**src/alz_pkg.sv**
```systemverilog
// constants shared by the ambient light zone engine
package alz_pkg;
    // register offsets
    localparam logic [7:0] ALZ_STATUS_OFS      = 8'h40;
    localparam logic [7:0] ALZ_CONTROL_OFS     = 8'h41;
    localparam logic [7:0] ALZ_RES_SEL_OFS     = 8'h42;
    localparam logic [7:0] ALZ_LIMIT0_OFS      = 8'h43;
    localparam logic [7:0] ALZ_TARGET0_OFS     = 8'h47;
    localparam logic [7:0] ALZ_GAIN_TRIP_OFS   = 8'h4C;
    localparam logic [7:0] ALZ_Z3_FALL_OFS     = 8'h4D;
    localparam logic [7:0] ALZ_GPO_CTRL_OFS    = 8'h52;
    // field positions
    localparam int ALZ_CTRL_AUTOGAIN_BIT       = 0;
    localparam int ALZ_CTRL_AVG_LSB            = 1;
    localparam int ALZ_GPO_ONE_BIT             = 0;
    localparam int ALZ_GPO_TWO_BIT             = 1;
    localparam int ALZ_STAT_FLAG_BIT           = 7;
    localparam int ALZ_STAT_GAIN_BIT           = 6;
    // reset values
    localparam logic [7:0] ALZ_CONTROL_RST     = 8'h00;
    localparam logic [4:0] ALZ_RES_SEL_RST     = 5'h00;
    localparam logic [7:0] ALZ_LIMIT_RST       = 8'hFF;
    localparam logic [6:0] ALZ_TARGET_RST      = 7'h00;
    localparam logic [7:0] ALZ_GAIN_TRIP_RST   = 8'h00;
    localparam logic [7:0] ALZ_Z3_FALL_RST     = 8'hFF;
    localparam logic [7:0] ALZ_GPO_CTRL_RST    = 8'h00;
    // timing
    localparam int ALZ_CLK_HZ                  = 100_000_000;
    localparam int ALZ_SAMPLE_HZ               = 16_000;
    localparam int ALZ_SAMPLE_CYCLES           = ALZ_CLK_HZ / ALZ_SAMPLE_HZ;
    localparam int ALZ_RAMP_STEP_US            = 50;
    localparam int ALZ_RAMP_STEP_CYCLES        = ALZ_RAMP_STEP_US * (ALZ_CLK_HZ / 1_000_000);
    localparam int ALZ_AVG_BASE_LOG2           = 4;
    typedef enum logic {
        ALZ_GAIN_HIGH = 1'b0,
        ALZ_GAIN_LOW  = 1'b1
    } alz_gain_t;
endpackage

```
**src/alz_averager.sv**
```systemverilog
// sample averager over a selectable power-of-two window
`timescale 1ns/100ps
module alz_averager
    import alz_pkg::*;
#(
    parameter int BASE_LOG2 = ALZ_AVG_BASE_LOG2
) (
    input  wire logic       mclk_in,
    input  wire logic       rst_in,
    input  wire logic       sample_en_in,
    input  wire logic [7:0] sample_in,
    input  wire logic [2:0] avg_sel_in,
    output logic      [7:0] avg_out,
    output logic            avg_valid_out
);
    localparam int SUM_W = 8 + BASE_LOG2 + 8;
    logic [SUM_W-1:0] sum_reg, sum_next;
    logic [SUM_W-1:0] cnt_reg, cnt_next;
    logic [7:0]       avg_reg, avg_next;
    logic             valid_reg, valid_next;
    logic [SUM_W-1:0] total;
    logic [SUM_W-1:0] last;

    always_comb begin
        sum_next   = sum_reg;
        cnt_next   = cnt_reg;
        avg_next   = avg_reg;
        valid_next = 1'b0;
        total      = sum_reg + SUM_W'(sample_in);
        last       = (SUM_W'(1) << (BASE_LOG2 + 32'(avg_sel_in))) - SUM_W'(1);
        if (sample_en_in) begin
            if (cnt_reg >= last) begin // RULE9
                avg_next   = 8'(total >> (BASE_LOG2 + 32'(avg_sel_in)));
                valid_next = 1'b1;
                sum_next   = '0;
                cnt_next   = '0;
            end else begin
                sum_next = total; // RULE8
                cnt_next = cnt_reg + SUM_W'(1);
            end
        end
    end

    always_ff @(posedge mclk_in or posedge rst_in) begin
        if (rst_in) begin
            sum_reg   <= '0;
            cnt_reg   <= '0;
            avg_reg   <= 8'h00;
            valid_reg <= 1'b0;
        end else begin
            sum_reg   <= sum_next;
            cnt_reg   <= cnt_next;
            avg_reg   <= avg_next;
            valid_reg <= valid_next;
        end
    end

    assign avg_out       = avg_reg;
    assign avg_valid_out = valid_reg;
endmodule

```
**src/alz_engine.sv**
```systemverilog
// ambient light zone engine top
// How it works
// RULE1: four 8-bit zone limit registers split the light range into five zones.
// RULE2: the filtered sensor code is compared against the four limits to find the zone.
// RULE3: on a zone change the 7-bit brightness steps gradually to the new zone's target.
// RULE4: a zone change pulls the open-drain interrupt pin low until status is read.
// RULE5: a 5-bit resistor select picks one of 31 loads, all zeros leaves the input high impedance.
// RULE6: with auto gain off each general output follows its bit in the general output register.
// RULE7: auto gain drives outputs 0/1 for low gain and 1/0 for high gain.
// RULE8: the sensor is sampled at a fixed 16 kHz and samples feed the averager.
// RULE9: eight averaging periods are selectable and one result is passed on per period.
// RULE10: a new zone is accepted after two agreeing averages, so up to three periods late.
// RULE11: with auto gain, stepping from zone two to zone three selects low gain.
// RULE12: in low gain a level at or below the gain-raise trip selects high gain again.
// RULE13: in low gain the zone three-to-two step uses its own fall limit register.
// RULE14: enabling auto gain starts in high gain.
// RULE15: with auto gain, zones zero and four are never joined directly; gain changes in between.
// RULE16: the zone is the count of limits that the filtered code meets or exceeds.
`timescale 1ns/100ps
module alz_engine
    import alz_pkg::*;
#(
    parameter int SAMPLE_CYCLES = ALZ_SAMPLE_CYCLES,
    parameter int RAMP_CYCLES   = ALZ_RAMP_STEP_CYCLES
) (
    input  wire logic       mclk_in,
    input  wire logic       rst_in,
    input  wire logic [7:0] reg_addr_in,
    input  wire logic [7:0] reg_wdata_in,
    input  wire logic       reg_wr_in,
    input  wire logic       reg_rd_in,
    output logic      [7:0] reg_rdata_out,
    output logic            sample_req_out,
    input  wire logic [7:0] sensor_code_in,
    output logic      [4:0] sensor_resistor_select_out,
    output logic            sensor_input_hiz_out,
    output logic      [6:0] led_brightness_out,
    output logic      [2:0] zone_out,
    output logic            irq_pad_out,
    output logic            irq_oe_n_out,
    output logic            general_output_one,
    output logic            general_output_two
);
    // zone index from code and four limits
    function automatic logic [2:0] zone_count(input logic [7:0] code, input logic [7:0] l0,
                                              input logic [7:0] l1, input logic [7:0] l2,
                                              input logic [7:0] l3);
        logic [2:0] n;
        n = 3'd0;
        if (code >= l0) begin
            n = n + 3'd1;
        end
        if (code >= l1) begin
            n = n + 3'd1;
        end
        if (code >= l2) begin
            n = n + 3'd1;
        end
        if (code >= l3) begin
            n = n + 3'd1;
        end
        return n; // RULE16
    endfunction


    // register file
    logic [7:0] control_reg, control_next;
    logic [4:0] res_sel_reg, res_sel_next;
    logic [7:0] zone_limits [4];
    logic [7:0] zone_limits_next [4];
    logic [6:0] targets_reg [5];
    logic [6:0] targets_next [5];
    logic [7:0] gain_raise_trip_level, gain_raise_trip_level_next;
    logic [7:0] lowgain_zone3_fall_limit, lowgain_zone3_fall_limit_next;
    logic [7:0] gpo_ctrl_reg, gpo_ctrl_next;
    logic [7:0] rdata_reg, rdata_next;
    logic       status_rd;

    // engine state

    logic [$clog2(SAMPLE_CYCLES)-1:0] samp_cnt_reg, samp_cnt_next;
    logic                              samp_en_reg, samp_en_next;
    logic [$clog2(RAMP_CYCLES)-1:0]   ramp_cnt_reg, ramp_cnt_next;
    logic [2:0]  zone_reg, zone_next;
    logic [2:0]  cand_reg, cand_next;
    logic        flag_reg, flag_next;
    alz_gain_t   gain_reg, gain_next;
    logic        autogain_d_reg, autogain_d_next;
    logic [6:0]  bright_reg, bright_next;

    logic [7:0]  avg_code;
    logic        avg_valid;
    logic        autogain;
    logic [2:0]  raw_zone;
    logic [6:0]  target;

    assign autogain  = control_reg[ALZ_CTRL_AUTOGAIN_BIT];
    assign status_rd = reg_rd_in && (reg_addr_in == ALZ_STATUS_OFS);

    always_comb begin
        control_next                  = control_reg;
        res_sel_next                  = res_sel_reg;
        zone_limits_next              = zone_limits;
        targets_next                  = targets_reg;
        gain_raise_trip_level_next    = gain_raise_trip_level;
        lowgain_zone3_fall_limit_next = lowgain_zone3_fall_limit;
        gpo_ctrl_next                 = gpo_ctrl_reg;
        rdata_next                    = rdata_reg;
        // register writes
        if (reg_wr_in) begin
            if (reg_addr_in == ALZ_CONTROL_OFS) begin
                control_next = reg_wdata_in;
            end
            if (reg_addr_in == ALZ_RES_SEL_OFS) begin
                res_sel_next = reg_wdata_in[4:0]; // RULE5
            end
            for (int i = 0; i < 4; i++) begin
                if (reg_addr_in == ALZ_LIMIT0_OFS + 8'(i)) begin
                    zone_limits_next[i] = reg_wdata_in; // RULE1
                end
            end
            for (int i = 0; i < 5; i++) begin
                if (reg_addr_in == ALZ_TARGET0_OFS + 8'(i)) begin
                    targets_next[i] = reg_wdata_in[6:0];
                end
            end
            if (reg_addr_in == ALZ_GAIN_TRIP_OFS) begin
                gain_raise_trip_level_next = reg_wdata_in;
            end
            if (reg_addr_in == ALZ_Z3_FALL_OFS) begin
                lowgain_zone3_fall_limit_next = reg_wdata_in;
            end
            if (reg_addr_in == ALZ_GPO_CTRL_OFS) begin
                gpo_ctrl_next = {6'h00, reg_wdata_in[1:0]};
            end
        end
        // register reads, unmapped offsets return zero
        if (reg_rd_in) begin
            rdata_next = 8'h00;
            if (reg_addr_in == ALZ_STATUS_OFS) begin
                rdata_next = {flag_reg, gain_reg, 3'h0, zone_reg};
            end
            if (reg_addr_in == ALZ_CONTROL_OFS) begin
                rdata_next = control_reg;
            end
            if (reg_addr_in == ALZ_RES_SEL_OFS) begin
                rdata_next = {3'h0, res_sel_reg};
            end
            for (int i = 0; i < 4; i++) begin
                if (reg_addr_in == ALZ_LIMIT0_OFS + 8'(i)) begin
                    rdata_next = zone_limits[i];
                end
            end
            for (int i = 0; i < 5; i++) begin
                if (reg_addr_in == ALZ_TARGET0_OFS + 8'(i)) begin
                    rdata_next = {1'b0, targets_reg[i]};
                end
            end
            if (reg_addr_in == ALZ_GAIN_TRIP_OFS) begin
                rdata_next = gain_raise_trip_level;
            end
            if (reg_addr_in == ALZ_Z3_FALL_OFS) begin
                rdata_next = lowgain_zone3_fall_limit;
            end
            if (reg_addr_in == ALZ_GPO_CTRL_OFS) begin
                rdata_next = gpo_ctrl_reg;
            end
        end
    end


    always_ff @(posedge mclk_in or posedge rst_in) begin
        if (rst_in) begin
            control_reg              <= ALZ_CONTROL_RST;
            res_sel_reg              <= ALZ_RES_SEL_RST;
            for (int i = 0; i < 4; i++) begin
                zone_limits[i] <= ALZ_LIMIT_RST;
            end
            for (int i = 0; i < 5; i++) begin
                targets_reg[i] <= ALZ_TARGET_RST;
            end
            gain_raise_trip_level    <= ALZ_GAIN_TRIP_RST;
            lowgain_zone3_fall_limit <= ALZ_Z3_FALL_RST;
            gpo_ctrl_reg             <= ALZ_GPO_CTRL_RST;
            rdata_reg                <= 8'h00;
        end else begin
            control_reg              <= control_next;
            res_sel_reg              <= res_sel_next;
            zone_limits              <= zone_limits_next;
            targets_reg              <= targets_next;
            gain_raise_trip_level    <= gain_raise_trip_level_next;
            lowgain_zone3_fall_limit <= lowgain_zone3_fall_limit_next;
            gpo_ctrl_reg             <= gpo_ctrl_next;
            rdata_reg                <= rdata_next;
        end
    end

    alz_averager #(
        .BASE_LOG2     (ALZ_AVG_BASE_LOG2)
    ) u_avg (
        .mclk_in       (mclk_in),
        .rst_in        (rst_in),
        .sample_en_in  (samp_en_reg),
        .sample_in     (sensor_code_in),
        .avg_sel_in    (control_reg[ALZ_CTRL_AVG_LSB +: 3]),
        .avg_out       (avg_code),
        .avg_valid_out (avg_valid)
    );

    // zone candidate per gain mode
    always_comb begin
        if (autogain && gain_reg == ALZ_GAIN_LOW) begin
            raw_zone = zone_count(avg_code, zone_limits[0], zone_limits[1],
                                  lowgain_zone3_fall_limit, zone_limits[3]); // RULE13
            if (raw_zone < 3'd2) begin
                raw_zone = 3'd2; // RULE15
            end
        end else begin
            raw_zone = zone_count(avg_code, zone_limits[0], zone_limits[1],
                                  zone_limits[2], zone_limits[3]); // RULE2
            if (autogain && raw_zone > 3'd3) begin
                raw_zone = 3'd3; // RULE15
            end
        end
    end

    // brightness target of the accepted zone
    assign target = targets_reg[zone_reg];

    // sampler, discriminator, gain and ramp

    always_comb begin
        samp_cnt_next   = samp_cnt_reg + 1'b1;
        samp_en_next    = 1'b0;
        ramp_cnt_next   = ramp_cnt_reg + 1'b1;
        zone_next       = zone_reg;
        cand_next       = cand_reg;
        flag_next       = flag_reg;
        gain_next       = gain_reg;
        autogain_d_next = autogain;
        bright_next     = bright_reg;
        if (samp_cnt_reg == ($clog2(SAMPLE_CYCLES))'(SAMPLE_CYCLES - 1)) begin
            samp_cnt_next = '0;
            samp_en_next  = 1'b1; // RULE8
        end
        if (status_rd) begin
            flag_next = 1'b0;
        end
        if (avg_valid) begin
            cand_next = raw_zone;
            if (raw_zone == cand_reg && raw_zone != zone_reg) begin
                zone_next = raw_zone; // RULE10
                flag_next = 1'b1; // RULE4
                if (autogain && gain_reg == ALZ_GAIN_HIGH && raw_zone == 3'd3) begin
                    gain_next = ALZ_GAIN_LOW; // RULE11
                end
            end
            if (autogain && gain_reg == ALZ_GAIN_LOW && avg_code <= gain_raise_trip_level) begin
                gain_next = ALZ_GAIN_HIGH; // RULE12
            end
        end
        if (autogain && !autogain_d_reg) begin
            gain_next = ALZ_GAIN_HIGH; // RULE14
        end
        if (ramp_cnt_reg == ($clog2(RAMP_CYCLES))'(RAMP_CYCLES - 1)) begin
            ramp_cnt_next = '0;
            if (bright_reg < target) begin
                bright_next = bright_reg + 7'd1; // RULE3
            end else if (bright_reg > target) begin
                bright_next = bright_reg - 7'd1; // RULE3
            end
        end
    end


    always_ff @(posedge mclk_in or posedge rst_in) begin
        if (rst_in) begin
            samp_cnt_reg   <= '0;
            samp_en_reg    <= 1'b0;
            ramp_cnt_reg   <= '0;
            zone_reg       <= 3'd0;
            cand_reg       <= 3'd0;
            flag_reg       <= 1'b0;
            gain_reg       <= ALZ_GAIN_HIGH;
            autogain_d_reg <= 1'b0;
            bright_reg     <= 7'h00;
        end else begin
            samp_cnt_reg   <= samp_cnt_next;
            samp_en_reg    <= samp_en_next;
            ramp_cnt_reg   <= ramp_cnt_next;
            zone_reg       <= zone_next;
            cand_reg       <= cand_next;
            flag_reg       <= flag_next;
            gain_reg       <= gain_next;
            autogain_d_reg <= autogain_d_next;
            bright_reg     <= bright_next;
        end
    end

    // output pins
    assign reg_rdata_out              = rdata_reg;
    assign sample_req_out             = samp_en_reg;
    assign sensor_resistor_select_out = res_sel_reg;
    assign sensor_input_hiz_out       = (res_sel_reg == 5'h00); // RULE5
    assign led_brightness_out         = bright_reg;
    assign zone_out                   = zone_reg;
    assign irq_pad_out                = 1'b0;
    assign irq_oe_n_out               = ~flag_reg; // RULE4
    assign general_output_one = autogain ? (gain_reg == ALZ_GAIN_HIGH)
                                         : gpo_ctrl_reg[ALZ_GPO_ONE_BIT]; // RULE6 RULE7
    assign general_output_two = autogain ? (gain_reg == ALZ_GAIN_LOW)
                                         : gpo_ctrl_reg[ALZ_GPO_TWO_BIT]; // RULE6 RULE7
endmodule

```
**config.mk**
```make
export PLATFORM = sky130hd
export DESIGN_NAME = alz_engine
export DESIGN_NICKNAME = d
export VERILOG_FILES = /design/src/alz_pkg.sv /design/src/alz_averager.sv /design/src/alz_engine.sv
export SDC_FILE = /design/constraint.sdc
export NUM_CORES = 1
export LEC_CHECK = 0
export ABC_AREA = 1
export BUFFER_PORTS_ARGS = -buffer_cell sky130_fd_sc_hd__buf_4
export CAP_MARGIN = 20
export CORE_ASPECT_RATIO = 1.4
export CORE_UTILIZATION = 57
export CTS_CLUSTER_SIZE = 8
export DETAILED_ROUTE_END_ITERATION = 6
export PLACE_DENSITY = 0.78
export SLEW_MARGIN = 15
export SYNTH_ARGS = -nofsm -noshare
export SYNTH_HDL_FRONTEND = slang
export SYNTH_SLANG_ARGS = --single-unit
```
**constraint.sdc**
```tcl
create_clock -name mclk_in -period 6.1 [get_ports mclk_in]
set_input_delay 1.22 -clock mclk_in [delete_from_list [all_inputs] [get_ports mclk_in]]
set_output_delay 1.22 -clock mclk_in [all_outputs]
set_load 0.05 [all_outputs]
```
* After elaboration in Yosys (flattened, before gate mapping)
Cells that the tools add are included.
** Cells by class
- Add/sub/neg operators :: 14
- $lt $le $gt $ge :: 12
- Equal/unequal tests :: 20
- Shift operators :: 2
- Multiplexer cells :: 55
- Bitwise logic cells :: 3
- Reduce and logical (&&, ||, !) cells :: 32
** Operators by type and width (number)
- == test 8 x 7 -> 1 bit (second input constant) :: 15
- 2-to-1 mux 8 bit :: 15
- 2-to-1 mux 3 bit :: 17
- greater-or-equal comparator 8 bit :: 5
- 2-to-1 mux 20 bit :: 2
- AND reduction 2 bit :: 17
- left shift 1 x 32 -> 20 bit (first input constant) :: 1
- right shift 20 x 32 -> 8 bit :: 1
- 2-to-1 mux 7 bit :: 4
- adder 13 x 1 -> 13 bit (second input constant) :: 2
- == test 13 bit (second input constant) :: 2
- 2-to-1 mux 13 bit :: 2
- binary-select mux 7 bit (select 3 bit) :: 1
- adder 20 x 1 -> 20 bit (second input constant) :: 1
- adder 20 x 8 -> 20 bit :: 1
- greater-or-equal comparator 20 bit :: 1
- subtractor 20 x 2 -> 20 bit (second input constant) :: 1
- adder 3 x 1 -> 3 bit (second input constant) :: 6
- 2-to-1 mux 1 bit :: 14
- <= comparator 8 bit :: 1
- logical AND 1 bit :: 8
- adder 7 x 1 -> 7 bit (second input constant) :: 1
- greater-than comparator 7 bit :: 1
- less-than comparator 7 bit :: 1
- other kinds (15) :: 18
** Word-level totals
- Bits in registers :: 198
- Input bits :: 28
- Output and inout port bits :: 29
- Logic and storage cells :: 166

* Depth between registers and ports, before layout
Gate-level depths: netlist of the first run.
- Depth in word-level cells :: 23
- Mapped depth :: 28
- Depth with buffers taken out :: 28

* Cells and area by module
Synthesis of the first run repeated with hierarchy kept, for this count alone.
** Second synthesis, totals
- Cell total of the unflattened synthesis :: 1684
- Area, all modules :: 12623.4 µm²
** Modules (own cells, without submodules)
- alz_engine :: times used 1, cells an instance 1191, area each 9167.5 µm², sequential area each 3778.6 µm²
- alz_averager :: times used 1, cells an instance 493, area each 3455.8 µm², sequential area each 1201.2 µm²

* Worst setup path after synthesis of the first run
Ideal clock, no wire load.
- Path type :: reg2reg
- Start point :: register zone_reg[1], in the netlist zone_out[1]
- End point :: register bright_reg[6], in the netlist led_brightness_out[6]
- Setup time :: 141 ps
- Arrival time :: 3500 ps
- Required time :: 5959 ps
- Path slack :: 2459 ps
- Stages on the path, launching flop included :: 19
- Buffers on the path :: 1
- Clock period less this slack :: 3641 ps
- Cell sequence :: dfrtp_1 -> clkinv_1 -> clkbuf_1 -> o21ai_0 -> a21oi_1 -> o22ai_1 -> inv_1 -> ha_1 -> nand4_1 -> o221ai_1 -> ha_1 -> a21oi_1 -> nand2_1 -> a21oi_1 -> o21bai_1 -> nor2_1 -> nor2_1 -> nand2_1 -> xnor2_1
** On the way
- Longest elaborated chain between the ends :: 7
- Elaborated cells on any way between the ends :: 9
- Those cells by class :: order compare: 2; mux: 4; bitwise: 1; reduce/logical: 2
** RTL lines
- start, declared :: line alz_engine.sv:84 : logic [2:0] zone_reg, zone_next;
- start signal, assigned :: line alz_engine.sv:291 : zone_reg <= zone_next;
- inverter 3 -> 4 bit (implied by the code) (*) :: line alz_engine.sv:228 : assign target = targets_reg[zone_reg];
- binary-select mux 7 bit (select 3 bit) (*) :: line alz_engine.sv:228
- 2-to-1 mux 7 bit (implied by the code) (*) (2 in a row) :: line alz_engine.sv:228
- less-than comparator 7 bit or greater-than comparator 7 bit (tied branches) :: line alz_engine.sv:267, alz_engine.sv:269
- nonzero test 2 bit (no source line)
- AND reduction 2 bit (no source line)
- end signal, assigned :: line alz_engine.sv:296 : bright_reg <= bright_next;
- end, declared :: line alz_engine.sv:89 : logic [6:0] bright_reg, bright_next;
Every way passes the cells marked *; elsewhere a longest branch is shown, timed or not. The select of a mux whose other input is x is not followed.
A chain may end at the register's enable or synchronous reset.

* Final worst setup path of the first run
- Start point :: register zone_reg[0], in the netlist zone_out[0]
- End point :: register bright_reg[5], in the netlist led_brightness_out[5]
Same word-level chain as after synthesis.

==> impl_metrics.toml, run 1 <==
[grt]
grt_start_max_net_pins = 154
grtUsageTotal_pct = 30.53
antenna_found_initial = 0
grt_pass1_wl_um = 51860
grt_pass1_vias = 10430
grt-ovfl-total = 0

[power_and_ir_drop]
power_per_cell_area_mw_per_mm2 = 232.0
leakagePower_nw = 6.488
switchingPower_mw = 0.9212
p_int_mw = 2.175
seqPwrFrac_pct = 44.7
p_clk_share_pct = 37.0
ir_drop_v = 0.0001922
switching_share_pct = 29.76
p_comb_share_pct = 18.3

[sta]
fin_setup_tns_ns = 0
finalCritPeriodShare_pct = 67.81
finalHoldViolCount = 0
hold_slack_ns = 0.4843
layout_min_cycle_time_ns = 4.136
rsz0062_at_grt = "false"
fmax_mhz = 241.8
report.final.slew_viol_count = 0
tightest_slew_ns = 0.8944
setup_violations = 0
relSlewSlack_pct = 40.37
finalClockSkew_ns = 0.01092

[clock_tree]
clk_pin_slew_worst_paths_ns = 0.07
cts_buffers = 17
cts_sinks = 197
cts.path.max_buffers = 2
hold_buffers = 0
clock_latency_ns = 0.45
htree_levels = 4
cts_tree = "done"
clockRootBuffer = "clkbuf_16"
cts_resized = 0
postCtsSetupBuffers = 0

[yosys]
yosysSeqAreaShare_pct = 41.09
synth-edff-count = 0
synthTopCellsByArea = "dfrtp_1 (32%), nand2_1 (12%), ha_1 (8.9%), dfstp_2 (8.7%), inv_1 (7.2%)"
synth_most_common_cell = "nand2_1"
synthArstFlopShare_pct = 100.0
yosysTopAreaCell = "dfrtp_1"
synth_commonest_cells = "nand2_1 (393), inv_1 (231), o21ai_0 (171)"
synthDominantCellAreaShare_pct = 32.41
synth-seq-cells = 197
synth_warnings = 0
synthFlopType = "dfrtp_1"
netlist_area_mm2 = 0.01212
synth_cells = 1587
synth_cell_types = 55
syn_area_per_cell_um2 = 7.637

[placement]
dpl-instance-area_mm2 = 0.01275
dp_hpwl_um = 23580
portBuffers = 55
gp_congestion = 0.9681
dpl.cell_count = 1864

[critical_path]
crit_end = "led_brightness_out[5]$_DFFE_PP0P_"
r2r-start = "zone_out[0]$_DFFE_PP0P_"
r2r_cells = 18
worstPathRequired_ns = 6.48
cp_common_cell = "a21oi_1"
cpMaxStageDelayCell = "dfrtp_1"
r2r_setup_slack_ns = 1.96
crit_cells = 18
path_delay_family = "compound AO/OA/AOI/OAI gates"
path_cells = "inv_1 -> o21ai_0 -> o22ai_1 -> a21oi_1 -> ha_1 -> inv_1 -> o21bai_1 -> a21oi_1 -> o221ai_1 -> ha_1 -> a21oi_1 -> and2_1 -> inv_1 -> a21oi_1 -> o21bai_1 -> nor2_1 -> nor2_1 -> a21oi_1"
path_class = "reg2reg"
startpoint = "zone_out[0]$_DFFE_PP0P_"
crit_fanout = 25
r2r-end = "led_brightness_out[5]$_DFFE_PP0P_"
startpoint_type = "flop"
crit_buf_inv = 3
cp-end-kind = "flop"
critPathMaxStageDelay_ns = 0.84
crit_arrival_ns = 4.51

[layout]
design_area_mm2 = 0.01334
finalNonFillerCells = 1896
regArea_mm2 = 0.004980
nets = 1743
insertedDiodeCount = 0
areaGrowthSynthToFinish_pct = 10.10
drive_gt1_share_pct = 10.73
largest_reg_flops = 35
utilization_pct = 64.43
multi_input_area_mm2 = 0.006088
fill_cells = 1825

[status]
status = "finished with violations"
failed_checks = "DRC"

[routing]
drt_drc_violations_left = 5
wirelength_um = 32200
wl_per_cell_um = 16.98
firstDrtPassIters = 7
ant_nets = 0
drtIter0Drc = 796
viasPerCell = 5.681
vias = 10770

[worst_hold_path]
hold_class = "reg2reg"

[die]
die_x_um = 125.2
fp.dieH_um = 174.5
io_pins = 57
start_util_pct = 58.52
coreArea_mm2 = 0.02071
dieArea_mm2 = 0.02186
num_rows = 62

[flow_run]
maxCapViolations = 0
## power by group through the flow
stage	Sequential, mW	Clock (mW)	Combinational (mW)
detailed placement	1.41	0	0.560
global route	1.39	1.21	0.640
global placement	1.41	0	0.545
floorplan	1.40	0	0.417
CTS	1.38	1.16	0.563
finish	1.38	1.15	0.566
## cell type report
class / count / area share [%]
Tap cell: 256 / 2.400
Multi-Input combinational cell: 1112 / 45.63
Sequential cell: 197 / 37.32
Clock inverter: 10 / 0.9095
Inverter: 240 / 6.779
Clock buffer: 22 / 3.554
Timing Repair Buffer: 59 / 3.413
## worst min-delay path: cells and delay by family, from the launching register on
family	cells	cell delay (ns)
DFF	1	0.35
and+or+nand+nor	2	0.10
## layout by cell type, fill, tap and decap left out, types with 23 or more instances in the layout
cell type	n
nand2_1	393
inv_1	230
dfstp_2	40
buf_4	58
o21ai_0	171
a21oi_1	85
dfrtp_1	157
nand3_1	70
ha_1	86
xor2_1	23
nor2_1	101
## kinds of logic after synthesis
kind of cell,synth area share (%)
other cells,0.06196
xor+xnor,2.447
compound gates,14.74
simple gates,23.57
mux,0.1755
buf+inv,8.713
flops,41.09
fa+ha+maj,9.208
## per-stage QoR
step           power, mW  worst slack, ns
4_1_cts            3.108            2.010
3_3_place_gp       1.951            2.169
2_1_floorplan      1.821            2.366
6_report           3.096            1.964
5_1_grt            3.241            1.569
3_5_place_dp       1.966            2.040
## per-layer routing
metal	part of all wire [%]	track usage, %	vias to the layer above
met5	0	0	-
met4	5.6	18.45	0
met3	4.8	4.432	114
met2	50	53.68	353
met1	40	35.10	5060
li1	-	-	5245
## worst min-delay path by stage
| stage | from | to | slack [ns] | cells past startpoint |
|---|---|---|---|---|
| floorplan | gain_raise_trip_level[2]$_DFFE_PP0P_ | gain_raise_trip_level[2]$_DFFE_PP0P_ | 0.45 | 2 |
| global placement | u_avg.sum_reg[0]$_DFFE_PP0P_ | u_avg.sum_reg[0]$_DFFE_PP0P_ | 0.47 | 2 |
| detailed placement | reg_rdata_out[2]$_DFFE_PP0P_ | reg_rdata_out[2]$_DFFE_PP0P_ | 0.47 | 2 |
| CTS | reg_rdata_out[2]$_DFFE_PP0P_ | reg_rdata_out[2]$_DFFE_PP0P_ | 0.49 | 2 |
| global route | zone_limits[15]$_DFFE_PP1P_ | zone_limits[15]$_DFFE_PP1P_ | 0.50 | 2 |
| finish | reg_rdata_out[2]$_DFFE_PP0P_ | reg_rdata_out[2]$_DFFE_PP0P_ | 0.48 | 2 |
Note: power is estimated with default switching activity, not from simulation.
==> run 2, diff against run 1 <==
--- a/config.mk
+++ b/config.mk
@@ -9,10 +9,10 @@
 export BUFFER_PORTS_ARGS = -buffer_cell sky130_fd_sc_hd__buf_4
 export CAP_MARGIN = 20
 export CORE_ASPECT_RATIO = 1.4
-export CORE_UTILIZATION = 57
+export CORE_UTILIZATION = 63
 export CTS_CLUSTER_SIZE = 8
 export DETAILED_ROUTE_END_ITERATION = 6
-export PLACE_DENSITY = 0.78
+export PLACE_DENSITY = 0.81
 export SLEW_MARGIN = 15
 export SYNTH_ARGS = -nofsm -noshare
 export SYNTH_HDL_FRONTEND = slang
==> constraint.sdc (replaced) <==
create_clock -name mclk_in -period 4.1 [get_ports mclk_in]
set_input_delay 0.82 -clock mclk_in [delete_from_list [all_inputs] [get_ports mclk_in]]
set_output_delay 0.82 -clock mclk_in [all_outputs]
set_load 0.05 [all_outputs]
==> impl_metrics.toml, run 2 (synthesis results as in run 1) <==
[critical_path]
path_cells = "clkinvlp_4 -> a21oi_1 -> o21ai_0 -> nand3_1 -> o21ai_0 -> inv_1 -> ha_1 -> a21oi_1 -> o221ai_1 -> buf_4 -> ha_1 -> a21oi_1 -> and2_1 -> inv_1 -> a21oi_1 -> o21bai_1 -> nor2_1 -> nor2_1 -> a21oi_1"
r2r_setup_slack_ns = 0.37
cp-end-kind = "flop"
crit_fanout = 17
startpoint_type = "flop"
worstPathRequired_ns = 4.47
r2r_cells = 19
startpoint = "zone_out[1]$_DFFE_PP0P_"
r2r-end = "led_brightness_out[5]$_DFFE_PP0P_"
crit_buf_inv = 4
cp_common_cell = "a21oi_1"
critPathMaxStageDelay_ns = 0.57
crit_end = "led_brightness_out[5]$_DFFE_PP0P_"
crit_arrival_ns = 4.10
path_delay_family = "compound AO/OA/AOI/OAI gates"
cpMaxStageDelayCell = "dfrtp_1"
r2r-start = "zone_out[1]$_DFFE_PP0P_"
crit_cells = 19
path_class = "reg2reg"

[clock_tree]
cts_sinks = 197
clk_pin_slew_worst_paths_ns = 0.08
cts_buffers = 17
cts_tree = "done"
clock_latency_ns = 0.44
postCtsSetupBuffers = 0
cts.path.max_buffers = 2
htree_levels = 4
clockRootBuffer = "clkbuf_16"

[status]
status = "finished, final reports clean"

[routing]
viasPerCell = 5.758
ant_nets = 0
drt_drc_violations_left = 0
vias = 10890
firstDrtPassIters = 5
drtIter0Drc = 814
wl_per_cell_um = 17.36
wirelength_um = 32850

[layout]
final_common_cell = "nand2_1"
areaGrowthSynthToFinish_pct = 10.55
largest_reg_flops = 35
multi_input_area_mm2 = 0.006088
layout_common_cells = "nand2_1 (393), inv_1 (230), o21ai_0 (171)"
insertedDiodeCount = 0
drive_gt1_share_pct = 11.35
regArea_mm2 = 0.004980
design_area_mm2 = 0.01340
fill_cells = 1546
nets = 1752

[sta]
layout_min_cycle_time_ns = 3.729
finalCritPeriodShare_pct = 90.95
finalHoldViolCount = 0
fmax_mhz = 268.2
relSlewSlack_pct = 26.21
setup_violations = 0
rsz0062_at_grt = "false"
finalClockSkew_ns = 0.01089
tightest_slew_ns = 1.107
report.final.slew_viol_count = 0
hold_slack_ns = 0.4891
fin_setup_tns_ns = 0

[die]
num_rows = 59
coreArea_mm2 = 0.01875
fp.dieH_um = 166.1
start_util_pct = 64.64
die_x_um = 119.2
dieArea_mm2 = 0.01981
io_pins = 57

[worst_hold_path]
hold_class = "reg2reg"

[flow_run]
maxCapViolations = 0

[power_and_ir_drop]
total_power_mw = 4.608
power_per_cell_area_mw_per_mm2 = 343.9
ir_drop_v = 0.0002743
leakagePower_nw = 6.544

[placement]
gp_congestion = 0.9613
dp_hpwl_um = 24200
dpl-instance-area_mm2 = 0.01280
portBuffers = 55

[grt]
grt_pass1_wl_um = 53900
grt_pass1_vias = 10850
grt_start_max_net_pins = 198
antenna_found_initial = 0
grtUsageTotal_pct = 35.06
grt-ovfl-total = 0
[run 2: changes by cell type in the layout (fill, tap and decap cells not counted)]
| cell | change |
|---|---|
| clkinv_1 | -1 |
| clkinv_8 | +1 |
| buf_4 | +9 |
| inv_8 | +1 |
| inv_6 | +4 |
| clkbuf_8 | -3 |
| clkinvlp_4 | -1 |
| clkbuf_1 | -2 |
[run 2: routing by layer]
metal  GRT usage (%)  vias up  wire length [µm]
met1           39.97     5106             12710
li1                -     5270                 -
met4           23.83        0              2253
met2           60.67      383             16380
met3           4.705      135              1502
met5               0        -                 0
[run 2: area by class of cell]
class                   count  area share, %
inverters                 240          6.779
repair buffers             68          3.903
multi-input cells        1112          45.44
clock inverters            14          1.261
well taps                 244          2.278
flip-flops and latches    197          37.17
clock buffers              17          3.175
[run 2: per-stage QoR]
step	instances	setup WS, ns	util (%)
CTS	1892	0.2415	71.44
floorplan	1588	0.4587	-
detailed placement	1861	0.2704	68.27
finish	1892	0.3709	71.46
global route	1892	0.05161	71.46
global placement	1861	0.2722	68.27
[run 2: worst min-delay path, delay by kind of cell, from the launching register on]
family | cells | cell delay [ns]
flops | 1 | 0.35
compound gates | 1 | 0.06
simple gates | 1 | 0.05
[run 2: worst min-delay path by stage]
stage | start | end | slack [ns] | depth (start not counted)
detailed placement | targets_reg[4]$_DFFE_PP0P_ | targets_reg[4]$_DFFE_PP0P_ | 0.47 | 2
finish | control_reg[6]$_DFFE_PP0P_ | control_reg[6]$_DFFE_PP0P_ | 0.49 | 2
global route | lowgain_zone3_fall_limit[5]$_DFFE_PP1P_ | lowgain_zone3_fall_limit[5]$_DFFE_PP1P_ | 0.50 | 2
global placement | gain_raise_trip_level[2]$_DFFE_PP0P_ | gain_raise_trip_level[2]$_DFFE_PP0P_ | 0.47 | 2
floorplan | gain_raise_trip_level[2]$_DFFE_PP0P_ | gain_raise_trip_level[2]$_DFFE_PP0P_ | 0.45 | 2
CTS | targets_reg[4]$_DFFE_PP0P_ | targets_reg[4]$_DFFE_PP0P_ | 0.49 | 2
[run 2: power by group]
part | switching [mW] | internal (mW) | total (mW)
clock network | 0.793 | 0.918 | 1.71
logic | 0.566 | 0.275 | 0.841
registers | 0.0464 | 2.01 | 2.06
total | 1.41 | 3.20 | 4.61
[run 2: timing repair]
| action | CTS | global route |
|---|---|---|
| hold buffers | 0 | 0 |
| hold endpoints to repair | 0 | 0 |
| gates resized for setup | 0 | 1 |
| endpoints found under the setup margin | 0 | 2 |
